**src/hdl/serial_cfg_regs.svh**
```systemverilog
// Overview of operation
// - a frame starts on the first sampled strobe low; strobe high means idle
// - every frame is 16 bits: 4 address bits then 12 data bits
// - addresses 0 to 5 select registers; 6 to 15 are reserved
// - the operating state register resets to 0x7FF
// - state bit 0 picks demux ratio, 1 means two ports, default 1
// - state bit 1 low enables the delay trim, default 1
// - state bit 2 low turns test pattern on, default 1
// - state bit 6 low gives full output rate in single port, default 1
// - state bit 7 picks alignment edge, 0 rising 1 falling, default 1
// - state bit 8 low forwards pulse to parity pins; high realigns internals
// - changing the test mode bit never disturbs the synchronisation state
// - gain trim is a 10-bit field, default 0x200
// - offset trim is a 10-bit field, default 0x200
// - delay trim holds coarse bits 9:8 and fine bits 7:0
// - coarse default 0x02, fine default 0x00
// - spare register holds a 5-bit field, default 0x1F
// - pattern select holds a low test type field, default 0x03
// - strobe and data sampled on rising link clock, msb first
// - write only after 16 straight low samples; early high aborts
// - port reset low with strobe low loads every default
// - data bits above a field are dropped but still shifted
`ifndef SERIAL_CFG_REGS_SVH
`define SERIAL_CFG_REGS_SVH
`define FRAME_BITS 16
`define ADDR_BITS 4
`define DATA_BITS 12
`define LAST_BIT_COUNT 4'hf
`define OPERATING_STATE_ADDR 4'h0
`define GAIN_TRIM_ADDR 4'h1
`define OFFSET_TRIM_ADDR 4'h2
`define APERTURE_DELAY_TRIM_ADDR 4'h3
`define SPARE_RESERVED_ADDR 4'h4
`define PATTERN_SELECT_ADDR 4'h5
`define ST_DEMUX_BIT 0
`define ST_DELAY_EN_BIT 1
`define ST_PATTERN_BIT 2
`define ST_RATE_BIT 6
`define ST_EDGE_BIT 7
`define ST_PULSE_BIT 8
`define OPERATING_STATE_RESET 12'h7ff
`define GAIN_TRIM_RESET 10'h200
`define OFFSET_TRIM_RESET 10'h200
`define DELAY_COARSE_RESET 2'h2
`define DELAY_FINE_RESET 8'h00
`define SPARE_FIELD_RESET 5'h1f
`define PATTERN_TYPE_RESET 12'h003
`endif

```
**src/hdl/cfg_pkg.sv**
```systemverilog
package cfg_pkg;
   // one-hot frame tracker states
   typedef enum logic [2:0] {
      FRAME_IDLE = 3'h1,
      FRAME_SHIFT = 3'h2,
      FRAME_DONE = 3'h4
   } frame_state_e;
   typedef logic [3:0] cfg_addr_t;
   typedef logic [11:0] cfg_data_t;
endpackage

```
**src/hdl/cfg_frame_if.sv**
```systemverilog
`timescale 1ns/1ps
`default_nettype none
// link samples in, decoded writes out
interface cfg_frame_if;
   logic ce;
   logic tick;
   logic sld_n;
   logic mosi;
   logic wr_pulse;
   cfg_pkg::cfg_addr_t wr_addr;
   cfg_pkg::cfg_data_t wr_data;
   modport source (output ce, output tick, output sld_n, output mosi,
      input wr_pulse, input wr_addr, input wr_data);
   modport sink (input ce, input tick, input sld_n, input mosi,
      output wr_pulse, output wr_addr, output wr_data);
endinterface
`default_nettype wire

```
**src/hdl/frame_deserializer.sv**
```systemverilog
`timescale 1ns/1ps
`default_nettype none
`include "serial_cfg_regs.svh"
module frame_deserializer (
   // clock and reset
   input wire logic clk_in,
   input wire logic rst_n_in,
   // link samples and decoded writes
   cfg_frame_if.sink frame
);
   cfg_pkg::frame_state_e state_reg;
   logic [3:0] count_reg;
   logic [14:0] shift_reg;
   logic [15:0] word_next;

   // new bit joins at the bottom, so the first bit ends up as msb
   assign word_next = {shift_reg, frame.mosi};

   // frame tracker: abort on early high, ignore extra low cycles
   always_ff @(posedge clk_in or negedge rst_n_in) begin
      if (!rst_n_in) begin
         state_reg <= cfg_pkg::FRAME_IDLE;
         count_reg <= 4'h0;
         shift_reg <= 15'h0000;
         frame.wr_pulse <= 1'b0;
         frame.wr_addr <= 4'h0;
         frame.wr_data <= 12'h000;
      end else if (frame.ce) begin
         frame.wr_pulse <= 1'b0;
         if (frame.tick) begin
            case (state_reg)
               cfg_pkg::FRAME_IDLE: begin
                  if (!frame.sld_n) begin
                     shift_reg <= word_next[14:0];
                     count_reg <= 4'h1;
                     state_reg <= cfg_pkg::FRAME_SHIFT;
                  end
               end
               cfg_pkg::FRAME_SHIFT: begin
                  if (frame.sld_n) begin
                     count_reg <= 4'h0;
                     state_reg <= cfg_pkg::FRAME_IDLE;
                  end else if (count_reg == `LAST_BIT_COUNT) begin
                     frame.wr_pulse <= 1'b1;
                     frame.wr_addr <= word_next[15:12];
                     frame.wr_data <= word_next[11:0];
                     count_reg <= 4'h0;
                     state_reg <= cfg_pkg::FRAME_DONE;
                  end else begin
                     shift_reg <= word_next[14:0];
                     count_reg <= 4'(count_reg + 4'h1);
                  end
               end
               cfg_pkg::FRAME_DONE: begin
                  if (frame.sld_n) begin
                     state_reg <= cfg_pkg::FRAME_IDLE;
                  end
               end
               default: begin
                  state_reg <= cfg_pkg::FRAME_IDLE;
                  count_reg <= 4'h0;
               end
            endcase
         end
      end
   end
endmodule
`default_nettype wire

```
**src/hdl/config_serial_port.sv**
```systemverilog
`timescale 1ns/1ps
`default_nettype none
`include "serial_cfg_regs.svh"
module config_serial_port #(
   parameter int PATTERN_W = 4
) (
   // clock, reset, enable
   input wire logic clk_in,
   input wire logic rst_n_in,
   input wire logic ce_in,
   // serial configuration pins
   input wire logic sck_in,
   input wire logic sld_n_in,
   input wire logic mosi_in,
   input wire logic cfg_reset_n_in,
   // external alignment pulse
   input wire logic align_pulse_in,
   // operating state fields
   output logic demux_ratio_select_out,
   output logic delay_trim_enable_n_out,
   output logic pattern_mode_n_out,
   output logic fast_output_rate_n_out,
   output logic alignment_edge_select_out,
   output logic pulse_mode_select_n_out,
   // trim fields
   output logic [9:0] amplitude_trim_out,
   output logic [9:0] offset_trim_out,
   output logic [1:0] delay_coarse_out,
   output logic [7:0] delay_fine_out,
   output logic [4:0] spare_field_out,
   output logic [PATTERN_W-1:0] pattern_type_out,
   // alignment results
   output logic [1:0] parity_output_pair_out,
   output logic realign_out,
   output logic [1:0] sync_phase_out
);
   localparam logic [PATTERN_W-1:0] PATTERN_RESET =
      PATTERN_W'(`PATTERN_TYPE_RESET);
   // full state word, so each field default is picked by its bit position
   localparam logic [11:0] STATE_RESET = `OPERATING_STATE_RESET;

   // synchroniser stages; stage one feeds stage two only
   logic sck_s1_reg, sck_s2_reg, sck_d_reg;
   logic sld_s1_reg, sld_s2_reg, sld_d_reg;
   logic mosi_s1_reg, mosi_s2_reg, mosi_d_reg;
   logic crst_s1_reg, crst_s2_reg;
   logic align_s1_reg, align_s2_reg, align_d_reg;

   // register fields
   logic demux_reg, delay_en_n_reg, pattern_n_reg;
   logic rate_n_reg, edge_reg, pulse_n_reg;
   logic [9:0] gain_reg;
   logic [9:0] offset_reg;
   logic [1:0] coarse_reg;
   logic [7:0] fine_reg;
   logic [4:0] spare_reg;
   logic [PATTERN_W-1:0] pattern_reg;

   // alignment path
   logic [1:0] parity_reg;
   logic realign_reg;
   logic [1:0] phase_reg;
   logic align_rise, align_fall, align_hit;

   logic link_tick;
   logic defaults_load;

   cfg_frame_if frame ();

   // bring the link pins and the port reset into the clk_in domain
   always_ff @(posedge clk_in or negedge rst_n_in) begin
      if (!rst_n_in) begin
         sck_s1_reg <= 1'b0;
         sck_s2_reg <= 1'b0;
         sck_d_reg <= 1'b0;
         sld_s1_reg <= 1'b1;
         sld_s2_reg <= 1'b1;
         sld_d_reg <= 1'b1;
         mosi_s1_reg <= 1'b0;
         mosi_s2_reg <= 1'b0;
         mosi_d_reg <= 1'b0;
         crst_s1_reg <= 1'b1;
         crst_s2_reg <= 1'b1;
      end else if (ce_in) begin
         sck_s1_reg <= sck_in;
         sck_s2_reg <= sck_s1_reg;
         sck_d_reg <= sck_s2_reg;
         sld_s1_reg <= sld_n_in;
         sld_s2_reg <= sld_s1_reg;
         sld_d_reg <= sld_s2_reg;
         mosi_s1_reg <= mosi_in;
         mosi_s2_reg <= mosi_s1_reg;
         mosi_d_reg <= mosi_s2_reg;
         crst_s1_reg <= cfg_reset_n_in;
         crst_s2_reg <= crst_s1_reg;
      end
   end

   // rising link clock; data taken one stage older, from before the edge,
   // so the link needs data stable one clk_in period ahead of sck rise
   assign link_tick = sck_s2_reg & ~sck_d_reg;
   assign defaults_load = ~crst_s2_reg & ~sld_s2_reg;

   // hand samples to the frame tracker
   assign frame.ce = ce_in;
   assign frame.tick = link_tick;
   assign frame.sld_n = sld_d_reg;
   assign frame.mosi = mosi_d_reg;

   frame_deserializer u_deser (
      .clk_in(clk_in),
      .rst_n_in(rst_n_in),
      .frame(frame.sink)
   );

   // register bank; default load outranks a write in the same cycle
   always_ff @(posedge clk_in or negedge rst_n_in) begin
      if (!rst_n_in) begin
         demux_reg <= STATE_RESET[`ST_DEMUX_BIT];
         delay_en_n_reg <= STATE_RESET[`ST_DELAY_EN_BIT];
         pattern_n_reg <= STATE_RESET[`ST_PATTERN_BIT];
         rate_n_reg <= STATE_RESET[`ST_RATE_BIT];
         edge_reg <= STATE_RESET[`ST_EDGE_BIT];
         pulse_n_reg <= STATE_RESET[`ST_PULSE_BIT];
         gain_reg <= `GAIN_TRIM_RESET;
         offset_reg <= `OFFSET_TRIM_RESET;
         coarse_reg <= `DELAY_COARSE_RESET;
         fine_reg <= `DELAY_FINE_RESET;
         spare_reg <= `SPARE_FIELD_RESET;
         pattern_reg <= PATTERN_RESET;
      end else if (ce_in) begin
         if (defaults_load) begin
            demux_reg <= STATE_RESET[`ST_DEMUX_BIT];
            delay_en_n_reg <= STATE_RESET[`ST_DELAY_EN_BIT];
            pattern_n_reg <= STATE_RESET[`ST_PATTERN_BIT];
            rate_n_reg <= STATE_RESET[`ST_RATE_BIT];
            edge_reg <= STATE_RESET[`ST_EDGE_BIT];
            pulse_n_reg <= STATE_RESET[`ST_PULSE_BIT];
            gain_reg <= `GAIN_TRIM_RESET;
            offset_reg <= `OFFSET_TRIM_RESET;
            coarse_reg <= `DELAY_COARSE_RESET;
            fine_reg <= `DELAY_FINE_RESET;
            spare_reg <= `SPARE_FIELD_RESET;
            pattern_reg <= PATTERN_RESET;
         end else if (frame.wr_pulse) begin
            case (frame.wr_addr)
               `OPERATING_STATE_ADDR: begin
                  demux_reg <= frame.wr_data[`ST_DEMUX_BIT];
                  delay_en_n_reg <= frame.wr_data[`ST_DELAY_EN_BIT];
                  pattern_n_reg <= frame.wr_data[`ST_PATTERN_BIT];
                  rate_n_reg <= frame.wr_data[`ST_RATE_BIT];
                  edge_reg <= frame.wr_data[`ST_EDGE_BIT];
                  pulse_n_reg <= frame.wr_data[`ST_PULSE_BIT];
               end
               `GAIN_TRIM_ADDR: begin
                  gain_reg <= frame.wr_data[9:0];
               end
               `OFFSET_TRIM_ADDR: begin
                  offset_reg <= frame.wr_data[9:0];
               end
               `APERTURE_DELAY_TRIM_ADDR: begin
                  coarse_reg <= frame.wr_data[9:8];
                  fine_reg <= frame.wr_data[7:0];
               end
               `SPARE_RESERVED_ADDR: begin
                  spare_reg <= frame.wr_data[4:0];
               end
               `PATTERN_SELECT_ADDR: begin
                  pattern_reg <= frame.wr_data[PATTERN_W-1:0];
               end
               default: begin
                  // reserved address: frame ends, nothing stored
                  spare_reg <= spare_reg;
               end
            endcase
         end
      end
   end

   // alignment pulse synchroniser
   always_ff @(posedge clk_in or negedge rst_n_in) begin
      if (!rst_n_in) begin
         align_s1_reg <= 1'b0;
         align_s2_reg <= 1'b0;
         align_d_reg <= 1'b0;
      end else if (ce_in) begin
         align_s1_reg <= align_pulse_in;
         align_s2_reg <= align_s1_reg;
         align_d_reg <= align_s2_reg;
      end
   end

   // active edge as chosen by the edge select bit
   assign align_rise = align_s2_reg & ~align_d_reg;
   assign align_fall = ~align_s2_reg & align_d_reg;
   assign align_hit = edge_reg ? align_fall : align_rise;

   // trigger mode forwards the pulse and blocks realignment
   always_ff @(posedge clk_in or negedge rst_n_in) begin
      if (!rst_n_in) begin
         parity_reg <= 2'h0;
         realign_reg <= 1'b0;
      end else if (ce_in) begin
         parity_reg <= {2{~pulse_n_reg & align_s2_reg}};
         realign_reg <= pulse_n_reg & align_hit;
      end
   end

   // free-running phase, cleared only by realignment; the test mode bit
   // is deliberately kept out so pattern switching never slips phase
   always_ff @(posedge clk_in or negedge rst_n_in) begin
      if (!rst_n_in) begin
         phase_reg <= 2'h0;
      end else if (ce_in) begin
         if (pulse_n_reg & align_hit) begin
            phase_reg <= 2'h0;
         end else begin
            phase_reg <= 2'(phase_reg + 2'h1);
         end
      end
   end

   // outputs straight from the field flops
   assign demux_ratio_select_out = demux_reg;
   assign delay_trim_enable_n_out = delay_en_n_reg;
   assign pattern_mode_n_out = pattern_n_reg;
   assign fast_output_rate_n_out = rate_n_reg;
   assign alignment_edge_select_out = edge_reg;
   assign pulse_mode_select_n_out = pulse_n_reg;
   assign amplitude_trim_out = gain_reg;
   assign offset_trim_out = offset_reg;
   assign delay_coarse_out = coarse_reg;
   assign delay_fine_out = fine_reg;
   assign spare_field_out = spare_reg;
   assign pattern_type_out = pattern_reg;
   assign parity_output_pair_out = parity_reg;
   assign realign_out = realign_reg;
   assign sync_phase_out = phase_reg;

   // checking helpers: run of low samples and a shadow shifter
   logic [4:0] low_run_reg;
   logic [15:0] shadow_reg;
   always_ff @(posedge clk_in or negedge rst_n_in) begin
      if (!rst_n_in) begin
         low_run_reg <= 5'h00;
         shadow_reg <= 16'h0000;
      end else if (ce_in && link_tick) begin
         shadow_reg <= {shadow_reg[14:0], mosi_d_reg};
         if (sld_d_reg) begin
            low_run_reg <= 5'h00;
         end else if (low_run_reg != 5'h1f) begin
            low_run_reg <= 5'(low_run_reg + 5'h01);
         end
      end
   end
endmodule
`default_nettype wire

```
**config.mk**
```make
export PLATFORM = sky130hd
export DESIGN_NAME = config_serial_port
export DESIGN_NICKNAME = d
export VERILOG_FILES = /design/src/hdl/cfg_pkg.sv /design/src/hdl/cfg_frame_if.sv /design/src/hdl/frame_deserializer.sv /design/src/hdl/config_serial_port.sv
export VERILOG_INCLUDE_DIRS = /design/src /design/src/hdl
export SDC_FILE = /design/constraint.sdc
export NUM_CORES = 1
export LEC_CHECK = 0
export ABC_AREA = 1
export BUFFER_PORTS_ARGS = -buffer_cell sky130_fd_sc_hd__buf_2
export CORE_MARGIN = 10
export CORE_UTILIZATION = 45
export DETAILED_ROUTE_END_ITERATION = 10
export GPL_TIMING_DRIVEN = 0
export PLACE_DENSITY_LB_ADDON = 0.25
export REMOVE_ABC_BUFFERS = 1
export SLEW_MARGIN = 20
export SYNTH_ARGS = -nofsm -noshare
export SYNTH_HDL_FRONTEND = slang
export SYNTH_SLANG_ARGS = --single-unit
```
**constraint.sdc**
```tcl
create_clock -name clk_in -period 2.7 [get_ports clk_in]
set_input_delay 0.135 -clock clk_in [delete_from_list [all_inputs] [get_ports clk_in]]
set_output_delay 0.135 -clock clk_in [all_outputs]
set_load 0.005 [all_outputs]
```
==> qor.csv, run 1 <==
stage,metric,value,unit
placement,Post-DP HPWL,5.761,mm
drt,drt first pass iters,4,
sta,measured slew at the worst slew-check pin,874.5,ps
worst_setup_path,R2R Path Start,sld_s2_reg$_DFFE_PN1P_,
pwr,leakage power,2.358,nW
synthesis,average size of a mapped cell,9.029,µm²
drt,drt via density,4.942,
placement,placed cell areas,0.004469,mm²
synthesis,post-synthesis mux area share,0,%
clocking,CTS Buf Count,9,
worst_setup_path,Worst EP required,2980,ps
die,I/O pins,58,
final_layout,post-route cell area,0.004705,mm²
clocking,CTS Sinks,100,
hold_path,Worst Hold Depth,3,
clocking,Clock Tree Buf Depth,2,
pwr,Combinational Power Share,18.9,%
worst_setup_path,Worst setup EP type,register,
drt,DR vias,3089,
clocking,clock slew at reported path FFs,90,ps
pwr,Sw Share,30.95,%
sta,Slew Limit Fails,0,
final_layout,layout cell share with drive strength beyond 1,22.05,%
final_layout,Post-layout nets,521,
synthesis,Syn. warnings,0,
die,die area,0.01340,mm²
final_layout,max FFs per register,15,
drt,initial DRC count,252,
placement,PortBufs,57,
clocking,Skew-Pair Late Insertion Delay,360,ps
synthesis,Synth Area in Compound Gates,9.976,%
worst_setup_path,CP Max Fanout,20,
pwr,P_sw,0.001038,W
die,standard-cell rows,34,
sta,relative slew slack,41.48,%
final_layout,Non-Filler Instances,625,
clocking,Post CTS Setup Buffer Count,0,
clocking,CTS tree,built,
clocking,CTS H-tree depth,3,
synthesis,mapped cell area,0.004126,mm²
run,max_cap viols,0,
final_layout,antenna fix cells,0,
hold_path,hold crit path type,primary input to register,
global_routing,pin count of the biggest net entering global routing,67,
sta,RSZ-0062 raised after global routing,false,
global_routing,Overflow after GRT,0,
placement,dpl cells,603,
global_routing,initial antenna violation count,0,
synthesis,leading area contributor after synthesis,dfrtp_1,
synthesis,simple-gate share of the synthesized area,22.41,%
pwr,sequential share of power,55.6,%
placement,gpl congestion,0.8388,
global_routing,first-pass GRT wire length,13.79,mm
die,Initial Util,46.86,%
synthesis,post-synthesis adder-cell area fraction,0.3032,%
sta,period utilisation layout,85.19,%
synthesis,largest family of logic cells by synthesized area,simple AND/OR/NAND/NOR gates,
synthesis,Seq cells post-synth,100,
drt,routed wire length per instance,13.17,µm
synthesis,post-synth top area share,47.30,%
sta,Period minus WS final,2300,ps
drt,Routed WL,8.231,mm
global_routing,GRT Util Overall,12.50,%
synthesis,Gate Count Post-Synth,457,
clocking,root buf cell,clkbuf_8,
pwr,Cell Pwr Density,713.0,mW/mm²
die,Die W,115.8,µm
hold_path,worst hold start,ce_in,
sta,clk_skew,7.281,ps
drt,residual DRC count,0,
worst_setup_path,r2r worst-path depth,5,
worst_setup_path,arrival time at the worst endpoint,2580,ps
pwr,Clk pwr share,25.5,%
hold_path,worst hold endpoint,crst_s1_reg$_DFFE_PN1P_,
worst_setup_path,WS Path Type,register to register,
final_layout,"Area growth, synth to finish",14.01,%
pwr,Final Power,0.003354,W
synthesis,Cell variety after synth,26,
sta,final hold viol count,0,
synthesis,main area contributors after synthesis,"dfrtp_1 47%, nand2_1 15%, dfstp_2 14%, o21ai_0 4.7%, o21ai_1 3.6%",
worst_setup_path,Reg2Reg Setup Slack,400,ps
worst_setup_path,RR Endpoint,delay_coarse_out[1]$_DFFE_PN1P_,
pwr,VDD IR max,524.2,µV
sta,setup violators final,0,
synthesis,xor/xnor share of the synthesized area,0.4245,%
sta,Fmax,434.7,MHz
sta,PnR worst setup slack,399.8,ps
die,Core Box Area,0.008806,mm²
synthesis,sequential area share after synthesis,61.31,%
worst_setup_path,type of origin of the critical path,register,
drt,ANT nets after route,0,
global_routing,vias in the first global route,2957,
outcome,status,"complete, no violations",
pwr,Internal,0.002316,W
placement,worst slack at placement,320.0,ps
clocking,CTS resizes,0,
die,Die Ht,115.8,µm
routing by layer:
layer / track usage, % / vias up / wire, µm / part of all wire [%]
met3: 4.496 / 12 / 565 / 6.9
met5: 0 / - / 0 / 0
met4: 3.003 / 0 / 84 / 1.0
met1: 15.37 / 1454 / 3766 / 46
li1: - / 1566 / - / -
met2: 20.55 / 57 / 3815 / 46
per-stage QoR:
step	util (%)	setup TNS (ps)	hold WS, ps
after floorplan	-	0	-160.6
after global placement	50.34	-1070	338.5
after detailed placement	50.75	0	46.64
after CTS	53.42	0	111.5
after global routing	53.42	0	146.0
final	53.42	0	118.9
worst max path at each step:
stage / start / end / slack (ps)
after global routing: sld_s2_reg$_DFFE_PN1P_ / delay_coarse_out[1]$_DFFE_PN1P_ / 60
after CTS: sld_s2_reg$_DFFE_PN1P_ / delay_coarse_out[1]$_DFFE_PN1P_ / 320
after detailed placement: ce_in / u_deser.frame.wr_data[8]$_DFFE_PN0P_ / 320
after floorplan: sck_s2_reg$_DFFE_PN0P_ / u_deser.frame.wr_addr[0]$_DFFE_PN0P_ / 700
final: sld_s2_reg$_DFFE_PN1P_ / delay_coarse_out[1]$_DFFE_PN1P_ / 400
after global placement: ce_in / u_deser.frame.wr_addr[0]$_DFFE_PN0P_ / -100
cells in the final DEF, fill, tap and decap left out, types with 2 or more instances in the layout:
cell           netlist  final
o21bai_1             3      3
nand3b_1             2      2
inv_1               27     27
inv_6                0      3
nand3_1             24     24
o21ai_0             39     39
buf_2                9     56
nand4_1              3      3
dfstp_2             22     22
xnor2_1              2      2
nand2_2              3      3
dfrtp_1             78     78
nor2_2               2      3
nor2_1              18     17
nand2_1            169    169
o21ai_2              5      5
or2_2                2      2
clkbuf_8             0      9
inv_2                4      4
dlygate4sd3_1        0      6
o21ai_1             30     30
synthesized netlist by cell type:
master / instances
buf_2: 9
buf_4: 3
buf_6: 2
clkbuf_1: 5
clkbuf_2: 1
dfrtp_1: 78
dfstp_2: 22
ha_1: 1
inv_1: 27
inv_2: 4
nand2_1: 169
nand2_2: 3
nand3_1: 24
nand3_2: 1
nand3b_1: 2
nand4_1: 3
nor2_1: 18
nor2_2: 2
nor3_1: 1
nor3_2: 1
o21ai_0: 39
o21ai_1: 30
o21ai_2: 5
o21bai_1: 3
or2_2: 2
xnor2_1: 2
power by group through the flow:
stage	clock, W	combinational (W)	sequential (W)
after global routing	0.000942	0.000729	0.00189
final	0.000856	0.000635	0.00186
after detailed placement	0	0.000640	0.00189
after global placement	0	0.000618	0.00188
after CTS	0.000891	0.000650	0.00186
after floorplan	0	0.000370	0.00188
what timing repair did:
action,in CTS,in global routing
endpoints found under the setup margin,0,0
hold endpoints to repair,39,0
hold buffers,6,0
final cells by class:
type	instances	area, µm²
Clock inverter	6	47.55
Clock buffer	10	127.6
Inverter	31	116.4
Tap cell	108	135.1
Multi-Input combinational cell	306	1369
Timing Repair Buffer	64	379.1
Fill cell	829	4101
Sequential cell	100	2530
critical path, cell delays in order, from the launching register on:
cell     delay [ps]
dfstp_2         390
nor2_1          670
nor2_1          110
nor2_2          260
nand2_1         440
o21ai_0         340
logic make-up (layout without fill, tap and decap cells):
kind of cell,count (synthesis),after routing
DFF,100,100
adders and majority gates,1,1
xor gates and xnor gates,2,2
and+or+nand+nor,226,226
AOI/OAI and AO/OA,77,77
buffers and inverters,51,111
Power figures use the tool's default switching activity.
==> run 2: changes to the inputs <==
Settings changed: GPL_TIMING_DRIVEN 0 to default.
==> run 2 against run 1 <==
Sequential power hardly changed. Non-clock buffer count is 2 higher. Setup slack better by 460 ps. Highest routed layer unchanged. Utilization is 0.60 points higher. Sequential cell count stayed put. Count of clock-buffer cells in the layout is 1 higher. Routed wire length is 1.3% higher. First-iteration DRC count is 13% lower. Clock skew hardly changed.
==> qor.csv, run 2 (synthesis results as in run 1) <==
stage,metric,value,unit
outcome,status,"complete, no violations",
clocking,CTS resizes,0,
pwr,sequential share of power,52.5,%
clocking,CTS tree,built,
final_layout,"most common cell after layout, fill and taps aside",nand2_1,
global_routing,GRT Max-Usage Layer,met2,
drt,DR vias,3108,
worst_setup_path,CP cell instances,"nor2_1, buf_4, inv_2, o21ai_0, nand2_1, o21ai_0",
sta,PnR worst setup slack,863.2,ps
sta,Slew Limit Fails,0,
worst_setup_path,WS Path Type,register to register,
drt,Routed WL,8.342,mm
worst_setup_path,Critical Path Slowest Stage Cell,dfstp_2,
final_layout,most frequent cells in the layout,"169 x nand2_1, 78 x dfrtp_1, 56 x buf_2, 39 x o21ai_0, 30 x o21ai_1",
die,Initial Util,46.86,%
drt,initial DRC count,218,
sta,period utilisation layout,68.03,%
run,max_cap viols,0,
sta,measured slew at the worst slew-check pin,615.6,ps
global_routing,first-pass GRT wire length,14.23,mm
sta,setup violators final,0,
global_routing,routing usage on met2,20.25,%
clocking,CTS Sinks,100,
worst_setup_path,"most used cell, CP",o21ai_0,
clocking,Post CTS Setup Buffer Count,0,
global_routing,GR met3 Demand/Resource,4.134,%
global_routing,pin count of the biggest net entering global routing,59,
hold_path,hold crit path type,primary input to register,
final_layout,"Area growth, synth to finish",15.28,%
worst_setup_path,Crit path largest cell delay,550,ps
clocking,Skew-Pair Late Insertion Delay,360,ps
clocking,CTS Buf Count,9,
worst_setup_path,Reg2Reg Setup Slack,860,ps
die,standard-cell rows,34,
pwr,Combinational Power Share,17.9,%
drt,drt first pass iters,4,
clocking,root buf cell,clkbuf_8,
die,Core Box Area,0.008806,mm²
global_routing,Overflow after GRT,0,
final_layout,max FFs per register,15,
die,Die Ht,115.8,µm
die,I/O pins,58,
die,Die W,115.8,µm
sta,Period minus WS final,1837,ps
pwr,leakage power,2.386,nW
placement,PortBufs,57,
global_routing,initial antenna violation count,0,
global_routing,GRT Util Overall,12.88,%
placement,gpl congestion,0.8428,
clocking,hold_buf cts,6,
pwr,Cell Pwr Density,746.0,mW/mm²
sta,Fmax,544.4,MHz
clocking,CTS H-tree depth,3,
worst_setup_path,Worst EP required,2920,ps
final_layout,layout cell share with drive strength beyond 1,22.16,%
drt,drt via density,4.957,
final_layout,Post-layout nets,523,
global_routing,routing usage on met1,16.38,%
die,die area,0.01340,mm²
sta,RSZ-0062 raised after global routing,false,
pwr,Sw Share,28.87,%
pwr,Internal,0.002524,W
pwr,VDD IR max,424.7,µV
placement,worst slack at placement,768.0,ps
final_layout,antenna fix cells,0,
drt,residual DRC count,0,
sta,clk_skew,7.032,ps
drt,routed wire length per instance,13.30,µm
placement,Post-DP HPWL,5.943,mm
pwr,P_sw,0.001025,W
final_layout,fillers,790,
pwr,Clk pwr share,29.6,%
clocking,clock slew at reported path FFs,90,ps
worst_setup_path,CP Max Fanout,20,
sta,Setup TNS,0,ps
sta,relative slew slack,58.86,%
worst_setup_path,arrival time at the worst endpoint,2060,ps
clocking,Clock Tree Buf Depth,2,
sta,final hold viol count,0,
worst_setup_path,Worst setup EP type,register,
drt,ANT nets after route,0,
global_routing,vias in the first global route,3074,
worst_setup_path,type of origin of the critical path,register,
==> run 2: final cells by class <==
type	instances	area (µm²)	area share [%]
Tap cell	108	135.1	2.841
Clock buffer	11	141.4	2.972
Inverter	31	116.4	2.446
Sequential cell	100	2530	53.18
Clock inverter	5	85.08	1.789
Multi-Input combinational cell	306	1366	28.72
Timing Repair Buffer	66	382.9	8.048
==> run 2: per-stage QoR <==
| step | hold slack [ps] | util (%) | power (W) | area [µm²] | cells |
|---|---|---|---|---|---|
| after floorplan | -160.6 | - | 0.002250 | 4013 | 437 |
| after global placement | 163.1 | 50.77 | 0.002509 | 4471 | 605 |
| after detailed placement | 167.8 | 50.77 | 0.002528 | 4471 | 605 |
| after CTS | 101.8 | 54.02 | 0.003596 | 4757 | 627 |
| after global routing | 140.0 | 54.02 | 0.003756 | 4757 | 627 |
| final | 113.6 | 54.02 | 0.003549 | 4757 | 627 |
==> run 2: critical path: cells and delay by family (launching register included) <==
| kind | cells | cell delay [ps] |
|---|---|---|
| flip-flops | 1 | 550 |
| AO/OA/AOI/OAI | 2 | 300 |
| AND/OR/NAND/NOR | 2 | 480 |
| buffers and inverters | 2 | 350 |
==> run 2: routing by layer <==
layer | part of all wire, % | routed length (µm)
met4 | 0.97 | 81
met1 | 48 | 4004
met5 | 0 | 0
met2 | 46 | 3799
met3 | 5.5 | 456
==> run 2: worst paths after layout <==
check,from,cells past startpoint,end
setup / recovery,sld_s2_reg$_DFFE_PN1P_,6,offset_trim_out[1]$_DFFE_PN0P_
min in group asynchronous,rst_n_in,2,u_deser.count_reg[3]$_DFFE_PN0P_
hold reg to reg,sld_s1_reg$_DFFE_PN1P_,2,sld_s1_reg$_DFFE_PN1P_
setup reg to reg,sld_s2_reg$_DFFE_PN1P_,6,offset_trim_out[1]$_DFFE_PN0P_
max in group asynchronous,rst_n_in,3,pulse_mode_select_n_out$_DFFE_PN1P_
hold / removal,ce_in,3,sld_s1_reg$_DFFE_PN1P_
==> run 2: power by group through the flow <==
stage               logic [W]  registers (W)  clock network, W
floorplan            0.000370        0.00188                 0
global placement     0.000621        0.00189                 0
detailed placement   0.000638        0.00189                 0
CTS                  0.000648        0.00186           0.00109
global route         0.000723        0.00189           0.00114
finish               0.000636        0.00186           0.00105
==> run 3: changes to the inputs <==
Clock period 2.7 ns to 1.6 ns, I/O delays scaled along.
==> run 3 against run 2 <==
Via count increased by 1.2%. Sequential cell count unchanged. Global-route usage increased by 0.33 points. Count of clock-buffer cells in the layout unchanged. Clock skew increased by 5.2 ps. Critical path depth increased by 1. Setup slack got worse by 740 ps. Total power increased by 76%. Die area unchanged. First-iteration DRC count increased by 5.0%. Utilization increased by 2.0 points. Critical endpoint is now u_deser.shift_reg[9]$_DFFE_PN0P_.
==> qor.csv, run 3 (synthesis results as in run 1) <==
stage,metric,value,unit
clocking,clock slew at reported path FFs,90,ps
final_layout,antenna fix cells,0,
die,die area,0.01340,mm²
final_layout,most frequent cells in the layout,"168 x nand2_1, 78 x dfrtp_1, 56 x buf_2, 39 x o21ai_0, 30 x o21ai_1",
worst_setup_path,type of origin of the critical path,register,
drt,initial DRC count,229,
sta,period utilisation layout,92.60,%
pwr,Cell Pwr Density,1269,mW/mm²
outcome,status,"complete, no violations",
worst_setup_path,"delay-heaviest family, CP",simple AND/OR/NAND/NOR gates,
placement,gpl congestion,0.8621,
global_routing,pin count of the biggest net entering global routing,101,
die,Die W,115.8,µm
final_layout,final core utilization,56.01,%
sta,Slew Limit Fails,0,
drt,drt via density,4.922,
clocking,CTS H-tree depth,3,
drt,residual DRC count,0,
clocking,CTS Sinks,100,
placement,PortBufs,57,
clocking,Post CTS Setup Buffer Count,0,
clocking,CTS tree,built,
global_routing,initial antenna violation count,0,
die,Die Ht,115.8,µm
sta,relative slew slack,65.55,%
drt,drt first pass iters,6,
drt,Routed WL,8.524,mm
global_routing,GRT Util Overall,13.22,%
sta,RSZ-0062 raised after global routing,false,
worst_setup_path,Buf/Inv on CP,2,
pwr,sequential share of power,50.5,%
worst_setup_path,CP Max Fanout,9,
drt,ANT nets after route,0,
pwr,Combinational Power Share,18.6,%
pwr,P_sw,0.001778,W
sta,setup violators final,0,
global_routing,Overflow after GRT,0,
worst_setup_path,WS Path Type,register to register,
sta,PnR worst setup slack,118.4,ps
sta,Period minus WS final,1482,ps
die,Core Box Area,0.008806,mm²
global_routing,first-pass GRT wire length,14.60,mm
hold_path,hold crit path type,primary input to asynchronous set/reset pin,
worst_setup_path,Worst EP required,1900,ps
sta,Fmax,674.9,MHz
final_layout,max FFs per register,15,
worst_setup_path,CP cell instances,"inv_2, nor3_2, nand2_1, nand2_4, buf_4, nand3_1, nand2_1",
sta,measured slew at the worst slew-check pin,516.8,ps
final_layout,"most common cell after layout, fill and taps aside",nand2_1,
pwr,VDD IR max,960.8,µV
global_routing,vias in the first global route,3113,
placement,worst slack at placement,19.31,ps
worst_setup_path,Critical Path Slowest Stage Cell,dfstp_2,
die,standard-cell rows,34,
pwr,Clk pwr share,31.0,%
clocking,CTS Buf Count,9,
die,I/O pins,58,
placement,Post-DP HPWL,5.998,mm
pwr,Sw Share,28.40,%
final_layout,layout cell share with drive strength beyond 1,24.11,%
clocking,Clock Tree Buf Depth,2,
final_layout,Post-layout nets,535,
worst_setup_path,"most used cell, CP",nand2_1,
final_layout,"Area growth, synth to finish",19.53,%
worst_setup_path,Crit path largest cell delay,560,ps
sta,clk_skew,12.19,ps
pwr,Internal,0.004482,W
run,max_cap viols,0,
drt,routed wire length per instance,13.34,µm
clocking,Skew-Pair Late Insertion Delay,360,ps
sta,final hold viol count,0,
drt,DR vias,3145,
worst_setup_path,Worst setup EP type,register,
clocking,root buf cell,clkbuf_8,
worst_setup_path,arrival time at the worst endpoint,1780,ps
pwr,leakage power,2.476,nW
pwr,Final Power,0.006260,W
die,Initial Util,46.86,%
==> run 3: worst paths after layout <==
| path | from | slack, ps | depth (start not counted) | endpoint |
|---|---|---|---|---|
| worst max-delay path | u_deser.state_reg[0]$_DFFE_PN1P_ | 120 | 7 | u_deser.shift_reg[9]$_DFFE_PN0P_ |
| min in group clk_in | cfg_reset_n_in | 450 | 4 | crst_s1_reg$_DFFE_PN1P_ |
| worst min-delay path | rst_n_in | 300 | 3 | offset_trim_out[5]$_DFFE_PN0P_ |
| worst min register to register | sld_s1_reg$_DFFE_PN1P_ | 470 | 2 | sld_s2_reg$_DFFE_PN1P_ |
| max in group asynchronous | rst_n_in | 870 | 3 | u_deser.state_reg[0]$_DFFE_PN1P_ |
| worst max register to register | u_deser.state_reg[0]$_DFFE_PN1P_ | 120 | 7 | u_deser.shift_reg[9]$_DFFE_PN0P_ |
==> run 3: final cells by class <==
cell class / instances / area, µm²
clock buffers: 11 / 141.4
clock inverters: 5 / 107.6
multi-input cells: 306 / 1396
inverters: 31 / 116.4
fillers: 753 / 3874
well taps: 108 / 135.1
flip-flops and latches: 100 / 2530
repair buffers: 78 / 505.5
==> run 3: power by group through the flow <==
stage               Combinational [W]  Sequential, W  Clock, W
CTS                           0.00116        0.00315   0.00198
finish                        0.00116        0.00316   0.00194
global placement              0.00110        0.00318         0
detailed placement            0.00113        0.00320         0
global route                  0.00135        0.00320   0.00207
floorplan                    0.000625        0.00317         0
==> run 3: per-stage QoR <==
step / area [µm²] / hold WS [ps] / TNS (ps) / std cells
2_1_floorplan: 4013 / -215.6 / -9208 / 437
3_3_place_gp: 4563 / 176.2 / 0 / 614
3_5_place_dp: 4563 / 177.1 / 0 / 614
4_1_cts: 4905 / 345.9 / 0 / 639
5_1_grt: 4932 / 351.2 / 0 / 639
6_report: 4932 / 302.8 / 0 / 639
==> run 3: worst register-to-register path: cells and delay by family (launching register included) <==
| family | cells | cell delay (ps) |
|---|---|---|
| buffers and inverters | 2 | 230 |
| flip-flops | 1 | 560 |
| AND/OR/NAND/NOR | 5 | 640 |
==> run 3: repair_timing <==
| item | CTS | global route |
|---|---|---|
| setup endpoints to repair | 1 | 61 |
| pin swaps | 0 | 0 |
| endpoints found under the hold margin | 84 | 0 |
| resized for setup | 1 | 7 |
| gates cloned | 0 | 0 |
| hold buffers | 9 | 0 |
==> run 3: per-layer routing <==
layer	global-route usage, %	vias to the layer above	wire (µm)
li1	-	1588	-
met5	0	-	0
met1	17.36	1469	3990
met3	4.134	13	551
met4	3.503	0	88
met2	20.74	75	3894
